File: config.mk
export PLATFORM = sky130hd
export DESIGN_NAME = pm_gpio_smi_suspend_modulation
export DESIGN_NICKNAME = d
export VERILOG_FILES = /design/src/pkg/pm_gpio_pkg.sv /design/src/core/pm_gpio_smi_suspend_modulation.sv
export SDC_FILE = /design/constraint.sdc
export NUM_CORES = 1
export LEC_CHECK = 0
export ABC_AREA = 1
export BUFFER_PORTS_ARGS = -buffer_cell sky130_fd_sc_hd__buf_2
export CORE_MARGIN = 3
export CORE_UTILIZATION = 48
export CTS_CLUSTER_SIZE = 20
export DETAILED_ROUTE_END_ITERATION = 8
export PLACE_DENSITY = 0.72
export SLEW_MARGIN = 20
export SYNTH_ARGS = -nofsm -noshare
export SYNTH_HDL_FRONTEND = slang
export SYNTH_SLANG_ARGS = --single-unit
export TNS_END_PERCENT = 5
File: constraint.sdc
create_clock -name clk_sys_in -period 1.44 [get_ports clk_sys_in]
set_input_delay 0.144 -clock clk_sys_in [delete_from_list [all_inputs] [get_ports clk_sys_in]]
set_output_delay 0.144 -clock clk_sys_in [all_outputs]
set_load 0.05 [all_outputs]
File: src/pkg/pm_gpio_pkg.sv
// Summary of operation
// - Low ctrl bits 3,4: GPIO0/1 edge select
// - Low ctrl bit 5: GPIO2 edge, needs enable
// - GPIO0-2 interrupt only when enable bit set
// - GPIO0-2 events set top bit, status 5-7
// - Only GPIO0-2 wake from clock-stopped suspend
// - GPIO7 interrupt and timer reload independent
// - Misc bit 7: floppy primary or both
// - Misc bit 5: partial primary disk decode
// - Misc bit 4: partial secondary disk decode
// - Misc bit 1 mouse present, bit 0 port
// - Mouse port counts as keyboard, not serial
// - Off count times 32 us deasserted
// - On count times 32 us asserted
// - Speedup events restart both phase counters
// - Config bit 0 enables modulation
// - Interrupt pauses via timer or until read
// - Speedup config ignored when modulation off
// - Bit 4 disables power savings, bit 3 bus clock
// - Bit 2 enables low-voltage suspend mode
// - High ctrl: enables bits 3:0, edges 7:4
// - GPIO7,5,4,3 events set status 3..0
package pm_gpio_pkg;
  localparam logic [7:0] ADDR_MISC      = 8'h93;
  localparam logic [7:0] ADDR_OFF_CNT   = 8'h94;
  localparam logic [7:0] ADDR_ON_CNT    = 8'h95;
  localparam logic [7:0] ADDR_CPU_SUSPEND_REQUEST_N_CFG  = 8'h96;
  localparam logic [7:0] ADDR_CTRL_HIGH = 8'h97;
  localparam logic [7:0] ADDR_CTRL_LOW  = 8'h92;
  localparam logic [7:0] ADDR_STAT_LOW  = 8'h87;
  localparam logic [7:0] ADDR_STAT_HIGH = 8'h84;
  localparam logic [7:0] ADDR_STAT_TOP  = 8'h80;
  localparam logic [7:0] ADDR_SPD_DIS   = 8'h08;
  localparam logic [7:0] REG_RESET      = 8'h00;
  localparam logic [7:0] MISC_RSVD_MASK = 8'h0c;
  localparam logic [7:0] CFG_RSVD_MASK  = 8'he0;
  localparam int MISC_FLOPPY_BOTH = 7;
  localparam int MISC_PART_PRI    = 5;
  localparam int MISC_PART_SEC    = 4;
  localparam int MISC_MOUSE_EN    = 1;
  localparam int MISC_MOUSE_PORT  = 0;
  localparam int CFG_PSAVE_DIS    = 4;
  localparam int CFG_BUSCLK       = 3;
  localparam int CFG_LOWV         = 2;
  localparam int CFG_SPD_READ     = 1;
  localparam int CFG_MOD_EN       = 0;
  localparam int  CLK_HZ       = 10_000_000;
  localparam int  TICK_US      = 32;
  localparam int  TICK_CYCLES  = TICK_US * (CLK_HZ / 1_000_000);
  localparam int  MS_CYCLES    = 1000 * (CLK_HZ / 1_000_000);
  typedef enum logic [2:0] {
    MOD_IDLE = 3'b001,
    MOD_ON   = 3'b010,
    MOD_OFF  = 3'b100
  } mod_state_type;
endpackage

File: src/core/pm_gpio_smi_suspend_modulation.sv
`timescale 1ns/1ps
`default_nettype none
module pm_gpio_smi_suspend_modulation
  import pm_gpio_pkg::*;
#(
  parameter int TICK_CNT = TICK_CYCLES,
  parameter int MS_CNT   = MS_CYCLES
) (
  // Clock and reset
  input  wire logic       clk_sys_in,
  input  wire logic       rstn_in,
  // Register port
  input  wire logic [7:0] reg_addr_in,
  input  wire logic [7:0] reg_wdata_in,
  input  wire logic       reg_wr_in,
  input  wire logic       reg_rd_in,
  output logic      [7:0] reg_rdata_out,
  // Pins and observed I/O cycles
  input  wire logic [7:0] gpio_in,
  input  wire logic       clocks_stopped_in,
  input  wire logic       io_valid_in,
  input  wire logic       io_write_in,
  input  wire logic [9:0] io_addr_in,
  input  wire logic       irq_speedup_in,
  input  wire logic       video_speedup_in,
  input  wire logic [7:0] irq_speedup_count_in,
  input  wire logic [7:0] video_speedup_count_in,
  // Outputs, plus the timer 2 reload enable and edge inputs
  output logic            mgmt_interrupt_out,
  output logic            wake_out,
  output logic            gp_timer2_reload_out,
  input  wire logic       gp_timer2_reload_en_in,
  input  wire logic       gp_timer2_edge_in,
  output logic            cpu_suspend_request_n_out,
  output logic            power_save_en_out,
  output logic            bus_clock_save_out,
  output logic            low_volt_suspend_out,
  output logic            floppy_activity_out,
  output logic            hdd_pri_activity_out,
  output logic            hdd_sec_activity_out,
  output logic            serial_activity_out,
  output logic            kbd_mouse_activity_out
);

  logic [7:0] misc_q, off_cnt_q, on_cnt_q, cfg_q, ctrl_high_q, ctrl_low_q;
  logic [7:0] stat_low_q, stat_high_q;
  logic       stat_top_q;
  logic [7:0] gpio_prev_q;
  logic [7:0] rise, fall;
  logic [2:0] ev_low;
  logic [3:0] ev_high;
  logic [7:0] rd_d;

  // Returns the pin edge picked by the edge-select bit: 0 rising, 1 falling
  function automatic logic edge_sel(input logic r, input logic f, input logic sel);
    edge_sel = sel ? f : r;
  endfunction

  always_ff @(posedge clk_sys_in) begin
    if (!rstn_in) begin
      // Follow the pins in reset too, so a pin idling high gives no false edge after it
      gpio_prev_q <= gpio_in;
    end else begin
      gpio_prev_q <= gpio_in;
    end
  end

  assign rise = gpio_in & ~gpio_prev_q;
  assign fall = ~gpio_in & gpio_prev_q;

  // GPIO0..2 events: enable in low control 2:0, edge in 5:3
  always_comb begin
    for (int i = 0; i < 3; i++) begin
      ev_low[i] = ctrl_low_q[i] & edge_sel(rise[i], fall[i], ctrl_low_q[3+i]);
    end
  end

  // GPIO3,4,5,7 events: enable in high control 3:0, edge in 7:4
  assign ev_high[0] = ctrl_high_q[0] & edge_sel(rise[3], fall[3], ctrl_high_q[4]);
  assign ev_high[1] = ctrl_high_q[1] & edge_sel(rise[4], fall[4], ctrl_high_q[5]);
  assign ev_high[2] = ctrl_high_q[2] & edge_sel(rise[5], fall[5], ctrl_high_q[6]);
  assign ev_high[3] = ctrl_high_q[3] & edge_sel(rise[7], fall[7], ctrl_high_q[7]);

  // Timer reload on GPIO7 is separate from its interrupt enable
  always_ff @(posedge clk_sys_in) begin
    if (!rstn_in) begin
      gp_timer2_reload_out <= 1'b0;
    end else begin
      gp_timer2_reload_out <= gp_timer2_reload_en_in &
                              edge_sel(rise[7], fall[7], gp_timer2_edge_in);
    end
  end

  // Only the GPIO0..2 sources may wake while clocks are stopped
  always_ff @(posedge clk_sys_in) begin
    if (!rstn_in) begin
      wake_out <= 1'b0;
    end else begin
      wake_out <= clocks_stopped_in & (|ev_low);
    end
  end

  // Status: reading a status register clears it; a new event in that cycle wins
  always_ff @(posedge clk_sys_in) begin
    if (!rstn_in) begin
      stat_low_q  <= REG_RESET;
      stat_high_q <= REG_RESET;
      stat_top_q  <= 1'b0;
    end else begin
      stat_low_q  <= ((reg_rd_in && reg_addr_in == ADDR_STAT_LOW) ? 8'h00 : stat_low_q)
                     | {ev_low, 5'h00};
      stat_high_q <= ((reg_rd_in && reg_addr_in == ADDR_STAT_HIGH) ? 8'h00 : stat_high_q)
                     | {4'h0, ev_high};
      stat_top_q  <= ((reg_rd_in && reg_addr_in == ADDR_STAT_TOP) ? 1'b0 : stat_top_q)
                     | (|ev_low) | (|ev_high);
    end
  end

  assign mgmt_interrupt_out = stat_top_q;

  // Register writes; reserved bits are stored as written
  always_ff @(posedge clk_sys_in) begin
    if (!rstn_in) begin
      misc_q      <= REG_RESET;
      off_cnt_q   <= REG_RESET;
      on_cnt_q    <= REG_RESET;
      cfg_q       <= REG_RESET;
      ctrl_high_q <= REG_RESET;
      ctrl_low_q  <= REG_RESET;
    end else if (reg_wr_in) begin
      case (reg_addr_in)
        ADDR_MISC:      misc_q      <= reg_wdata_in;
        ADDR_OFF_CNT:   off_cnt_q   <= reg_wdata_in;
        ADDR_ON_CNT:    on_cnt_q    <= reg_wdata_in;
        ADDR_CPU_SUSPEND_REQUEST_N_CFG:  cfg_q       <= reg_wdata_in;
        ADDR_CTRL_HIGH: ctrl_high_q <= reg_wdata_in;
        ADDR_CTRL_LOW:  ctrl_low_q  <= reg_wdata_in;
        default:        ;
      endcase
    end
  end

  always_comb begin
    case (reg_addr_in)
      ADDR_MISC:      rd_d = misc_q;
      ADDR_OFF_CNT:   rd_d = off_cnt_q;
      ADDR_ON_CNT:    rd_d = on_cnt_q;
      ADDR_CPU_SUSPEND_REQUEST_N_CFG:  rd_d = cfg_q;
      ADDR_CTRL_HIGH: rd_d = ctrl_high_q;
      ADDR_CTRL_LOW:  rd_d = ctrl_low_q;
      ADDR_STAT_LOW:  rd_d = stat_low_q;
      ADDR_STAT_HIGH: rd_d = stat_high_q;
      ADDR_STAT_TOP:  rd_d = {7'h00, stat_top_q};
      default:        rd_d = 8'h00;
    endcase
  end

  always_ff @(posedge clk_sys_in) begin
    if (!rstn_in) begin
      reg_rdata_out <= REG_RESET;
    end else begin
      reg_rdata_out <= reg_rd_in ? rd_d : 8'h00;
    end
  end

  // Configuration outputs
  always_ff @(posedge clk_sys_in) begin
    if (!rstn_in) begin
      power_save_en_out    <= 1'b0;
      bus_clock_save_out   <= 1'b0;
      low_volt_suspend_out <= 1'b0;
    end else begin
      power_save_en_out    <= ~cfg_q[CFG_PSAVE_DIS];
      bus_clock_save_out   <= ~cfg_q[CFG_PSAVE_DIS] & cfg_q[CFG_BUSCLK];
      low_volt_suspend_out <= cfg_q[CFG_LOWV];
    end
  end

  // Activity decode of observed I/O cycles
  logic fdd_hit, pri_hit, sec_hit, com1_hit, com2_hit, lpt_hit, com34_hit, mouse_hit, kbd_hit;
  always_comb begin
    fdd_hit = io_addr_in == 10'h3f2 || io_addr_in == 10'h3f4 || io_addr_in == 10'h3f5 ||
              io_addr_in == 10'h3f7;
    if (misc_q[MISC_FLOPPY_BOTH]) begin
      fdd_hit = fdd_hit || io_addr_in == 10'h372 || io_addr_in == 10'h373 ||
                io_addr_in == 10'h375 || io_addr_in == 10'h377;
    end
    pri_hit = misc_q[MISC_PART_PRI] ?
              (io_write_in && (io_addr_in == 10'h1f6 || io_addr_in == 10'h1f7)) :
              (io_addr_in[9:3] == 7'h3e || io_addr_in == 10'h3f6);
    sec_hit = misc_q[MISC_PART_SEC] ?
              (io_write_in && (io_addr_in == 10'h176 || io_addr_in == 10'h177)) :
              (io_addr_in[9:3] == 7'h2e || io_addr_in == 10'h376);
    com1_hit  = io_addr_in[9:3] == 7'h7f;
    com2_hit  = io_addr_in[9:3] == 7'h5f;
    com34_hit = io_addr_in[9:3] == 7'h7d || io_addr_in[9:3] == 7'h5d;
    lpt_hit   = io_addr_in[9:3] == 7'h6f || io_addr_in[9:3] == 7'h4f;
    mouse_hit = misc_q[MISC_MOUSE_EN] &&
                (misc_q[MISC_MOUSE_PORT] ? com2_hit : com1_hit);
    kbd_hit   = io_addr_in == 10'h060 || io_addr_in == 10'h064;
  end

  always_ff @(posedge clk_sys_in) begin
    if (!rstn_in) begin
      floppy_activity_out    <= 1'b0;
      hdd_pri_activity_out   <= 1'b0;
      hdd_sec_activity_out   <= 1'b0;
      serial_activity_out    <= 1'b0;
      kbd_mouse_activity_out <= 1'b0;
    end else begin
      floppy_activity_out    <= io_valid_in & fdd_hit;
      hdd_pri_activity_out   <= io_valid_in & pri_hit;
      hdd_sec_activity_out   <= io_valid_in & sec_hit;
      serial_activity_out    <= io_valid_in & ((lpt_hit | com34_hit | com1_hit | com2_hit)
                                & ~mouse_hit);
      kbd_mouse_activity_out <= io_valid_in & (kbd_hit | mouse_hit);
    end
  end

  // Speedup pause: timer in 1 ms units, or hold until the disable register is read
  logic        mod_en;
  logic        spd_hold_q;
  logic [7:0]  spd_ms_q;
  logic [15:0] ms_div_q;
  logic        smi_rise, speedup_ev, paused;
  logic        top_prev_q;

  assign mod_en     = cfg_q[CFG_MOD_EN];
  assign smi_rise   = stat_top_q & ~top_prev_q;
  assign speedup_ev = mod_en & (irq_speedup_in | video_speedup_in |
                      (smi_rise & ~cfg_q[CFG_SPD_READ]));
  assign paused     = spd_hold_q | (spd_ms_q != 8'h00);

  always_ff @(posedge clk_sys_in) begin
    if (!rstn_in) begin
      top_prev_q <= 1'b0;
      spd_hold_q <= 1'b0;
      spd_ms_q   <= 8'h00;
      ms_div_q   <= 16'h0000;
    end else begin
      top_prev_q <= stat_top_q;
      if (!mod_en) begin
        spd_hold_q <= 1'b0;
        spd_ms_q   <= 8'h00;
        ms_div_q   <= 16'h0000;
      end else begin
        if (smi_rise && cfg_q[CFG_SPD_READ]) begin
          spd_hold_q <= 1'b1;
        end else if (reg_rd_in && reg_addr_in == ADDR_SPD_DIS) begin
          spd_hold_q <= 1'b0;
        end
        if (speedup_ev) begin
          spd_ms_q <= video_speedup_in ? video_speedup_count_in : irq_speedup_count_in;
          ms_div_q <= 16'h0000;
        end else if (spd_ms_q != 8'h00) begin
          if (ms_div_q == 16'(MS_CNT - 1)) begin
            ms_div_q <= 16'h0000;
            spd_ms_q <= spd_ms_q - 8'h01;
          end else begin
            ms_div_q <= ms_div_q + 16'h0001;
          end
        end
      end
    end
  end

  // Modulation: 32 us tick and phase counter
  mod_state_type state_q;
  logic [9:0]    tick_q;
  logic [7:0]    phase_q;
  logic          tick;

  assign tick = tick_q == 10'(TICK_CNT - 1);

  always_ff @(posedge clk_sys_in) begin
    if (!rstn_in) begin
      state_q <= MOD_IDLE;
      tick_q  <= 10'h000;
      phase_q <= 8'h00;
    end else if (!mod_en || paused || speedup_ev) begin
      state_q <= MOD_IDLE;
      tick_q  <= 10'h000;
      phase_q <= 8'h00;
    end else begin
      tick_q <= tick ? 10'h000 : tick_q + 10'h001;
      case (state_q)
        MOD_IDLE: begin
          state_q <= MOD_ON;
          phase_q <= on_cnt_q;
          tick_q  <= 10'h000;
        end
        MOD_ON: begin
          if (tick && phase_q <= 8'h01) begin
            state_q <= MOD_OFF;
            phase_q <= off_cnt_q;
          end else if (tick) begin
            phase_q <= phase_q - 8'h01;
          end
        end
        MOD_OFF: begin
          if (tick && phase_q <= 8'h01) begin
            state_q <= MOD_ON;
            phase_q <= on_cnt_q;
          end else if (tick) begin
            phase_q <= phase_q - 8'h01;
          end
        end
        default: state_q <= MOD_IDLE;
      endcase
    end
  end

  always_ff @(posedge clk_sys_in) begin
    if (!rstn_in) begin
      cpu_suspend_request_n_out <= 1'b1;
    end else begin
      cpu_suspend_request_n_out <= !(state_q == MOD_ON && on_cnt_q != 8'h00);
    end
  end

endmodule
`default_nettype wire

==> results.md <==
* Hold WC Path Type: input pin to register
* Die X at between 100 and 150 microns
* Endpoints failing hold at 0
* CP Class: register to register
* Max-Cap Viols at 0
* Biggest regs: ms_div_q x16, tick_q x10
* Top reg by flops: ms_div_q
* CP arrival at just under 2 ns
* Total global-route track usage at 0.268
* Max Fclk at 627 MHz
* HPWL after DPL at roughly 14,000 microns
* Worst reg2reg setup slack at -0.15 ns
* Die H at roughly 120 microns
* Origin of the worst setup path: tick_q[1]
* I/O pin count at 81
* Slew Viols, Final at 0
* Final critical-path required period at about 1.6 ns
* Yosys warns at 0
* CTS root buf: clkbuf_16
* Via count of the routed design at approximately 7,200
* Gr ovfl total at 0
* Initial core utilization at 0.497
* Cell area after layout at roughly 0.0091 sq mm
* Critical path's slowest cell: dfxtp_2
* Crit share post-route at 1.11
* Violated checks: negative setup slack
* R2r worst-path depth at 10
* Drt pass-1 iters at 5
* Clock slew at reported path FFs at ~0.06 ns
* Worst-path cell chain: ha_4, nand3_4, nor2_4, nand3_4, nor2_4, buf_4, nand3_1, nand2_1, nor2_1, a21oi_1
* Placed cell count at roughly 1,300
* Seq/Total Area, Yosys at 0.388
* Register Area at between 0.002 and 0.003 sq mm
* Sink Count at 129
* Row Count at between 40 and 50
* Max IR drop VDD at between 0.9 and 1 mV
* Placed cell area at ~0.0081 sq mm
* WL/cell at between 10 and 15 microns
* Vias/cell at 5.19
* Setup violations, final at 26
* Synthesized net count at roughly 1,100
* Core area at 0.0134 sq mm
* Setup WS post-layout at -0.154 ns
* Remaining DRCs at 0
* Max clock buf depth at 2
* Post-synthesis cell type count at 41
* CP Capture Point: phase_q[3]
* Asr flop ratio synth at 0
* Final GP Congestion at about 1
* R2r endpoint: phase_q[3]
* Port Buf Inserts at 79
* Die ar. at 0.0153 sq mm
* Clk Latency, worst-skew pair at around 0.43 ns
* Worst hold margin at slightly above 0.05 ns
* Initial antenna violation count at 0
* Post-Layout Cell Count at about 1,400
* CTS buffer count at 17
* Slew Limit Headroom at 0.753
* Fin nets at around 1,300
* P_leak at just under 0.004 uW
* Data required time at the worst endpoint at around 1.8 ns
* Mapped Cells at ~990
* RSZ-0062 raised after global routing: true
* Layout area overhead at 36.7%
* Least-Margin Pin Slew at 0.367 ns
* H-tree depth at 4
* Layout Skew at between 0.01 and 0.015 ns
* Number of global-route vias before repair at 6,721
* EDFF count, synth at 0
* 1st-iter DRT viols at between 500 and 600
* Status: finished, violations left
* WHS Path Cells at 3
* Avg Cell Area, Syn at slightly below 7 sq um
* Layout cells sized above 1 at 0.271
* Number of fill cells at 1,187
* Pwr per Cell Area at between 900 and 1000 mW/mm^2
* # diodes at 0
* Slowest stage delay, CP at 0.35 ns
* Element type at the critical path end: register
* Mapped Area at roughly 0.0067 sq mm
* Reg2Reg Launch Point: tick_q[1]
* First-pass GRT wire length at approximately 32,000 microns
* Largest register FFs at 16
* Yosys reg bits at ~130
* Total Wirelength at about 20,000 microns
* Critical Path Fanout Max at 5
* Top FF cell, synth: dfxtp_1
* DRT antenna net count at 0
* Largest net degree at the start of global routing at 36
* CTS tree: built
* Area of the multi-input gates at around 0.0037 sq mm
* Type of origin of the critical path: register
==> cell usage after synthesis (4+ instances only) <==
master,instances,share of area
a21oi_1,76,0.057
o22ai_1,7,0.0066
buf_2,4,0.0030
buf_6,4,0.0068
nand4_1,19,0.018
nand2_1,222,0.13
ha_1,6,0.011
nor4_1,5,0.0047
inv_1,124,0.070
a211oi_1,13,0.015
nand3_1,71,0.053
o211ai_1,4,0.0045
clkbuf_1,7,0.0039
dfxtp_1,129,0.39
nor2_1,127,0.072
o21ai_0,74,0.056
xor2_1,11,0.014
a211oi_2,5,0.0094
nor3_1,23,0.017
inv_2,11,0.0062
==> where the power goes <==
part / leakage (uW) / switching (uW) / total (uW) / internal [uW]
Clock: 0.000299 / 1680 / 4430 / 2750
Sequential: 0.00105 / 6.97 / 3590 / 3580
Combinational: 0.00256 / 242 / 397 / 155
==> per-layer routing <==
layer | share of wire | GRT usage | vias up
li1 | - | - | 3668
met1 | 0.43 | 0.333 | 3299
met2 | 0.49 | 0.451 | 201
met3 | 0.053 | 0.0550 | 52
met4 | 0.033 | 0.111 | 0
met5 | 0 | 0 | -
==> worst min path at each step <==
stage | from | end
floorplan | gpio_in[0] | gpio_prev_q[0]
global placement | gpio_in[7] | gpio_prev_q[7]
detailed placement | gpio_in[4] | gpio_prev_q[4]
CTS | io_addr_in[5] | serial_activity_out
global route | io_addr_in[6] | serial_activity_out
finish | io_addr_in[5] | serial_activity_out
==> worst max-delay path, delay by kind of cell (launching register included) <==
| family | cells | cell delay (ns) |
|---|---|---|
| fa+ha+maj | 1 | 0.15 |
| compound gates | 1 | 0.15 |
| simple gates | 7 | 0.72 |
| flops | 1 | 0.35 |
| buf+inv | 1 | 0.14 |
==> layout by cell type, fill, tap and decap left out, types with 4 or more instances in the layout <==
cell type      instances
nor3_1                16
dfxtp_1              121
nor4_1                 5
inv_1                116
dfxtp_2                6
inv_2                 16
a211oi_2               5
nand4_1               19
o211ai_1               4
buf_2                 79
o21ai_0               70
nor2_2                 5
nor2_1               121
nor3_2                 9
nand3_4                4
dlygate4sd3_1         10
o22ai_1                7
a211oi_1              13
ha_4                   4
nand2_4                4
nand2_2                9
nand2_1              215
nor2_4                 8
clkbuf_16             18
nand3_1               63
a21oi_1               73
buf_4                118
xor2_1                11
nand3_2                8
==> repair_timing <==
action                                 4_1_cts  5_1_grt
setup endpoints to repair                   41       44
hold buffers                                10        0
gates cloned                                 2        0
setup buffers                                7        3
pin swaps                                    9        9
resized for setup                           27       27
endpoints found under the hold margin        9        0
==> logic make-up after synthesis <==
kind of cell	synth area share
flops	0.388
fa+ha+maj	0.0113
simple gates	0.331
compound gates	0.157
xor+xnor	0.0184
buf+inv	0.0952
==> per-stage QoR <==
stage	util	TNS, ns	total power, uW	setup WS, ns
2_1_floorplan	-	-0.0465	3820	-0.0119
3_3_place_gp	0.607	-2.21	4030	-0.105
3_5_place_dp	0.607	-4.36	4040	-0.172
4_1_cts	0.672	-1.22	8440	-0.0850
5_1_grt	0.680	-5.40	8660	-0.256
6_report	0.680	-1.82	8420	-0.154
==> cell type report <==
cell class / instances / share of cell area
well taps: 176 / 0.0242
clock buffers: 21 / 0.0529
inverters: 137 / 0.0575
flip-flops and latches: 129 / 0.285
repair buffers: 212 / 0.161
multi-input cells: 705 / 0.406
clock inverters: 11 / 0.0139
(Power assumes the default switching activity.)
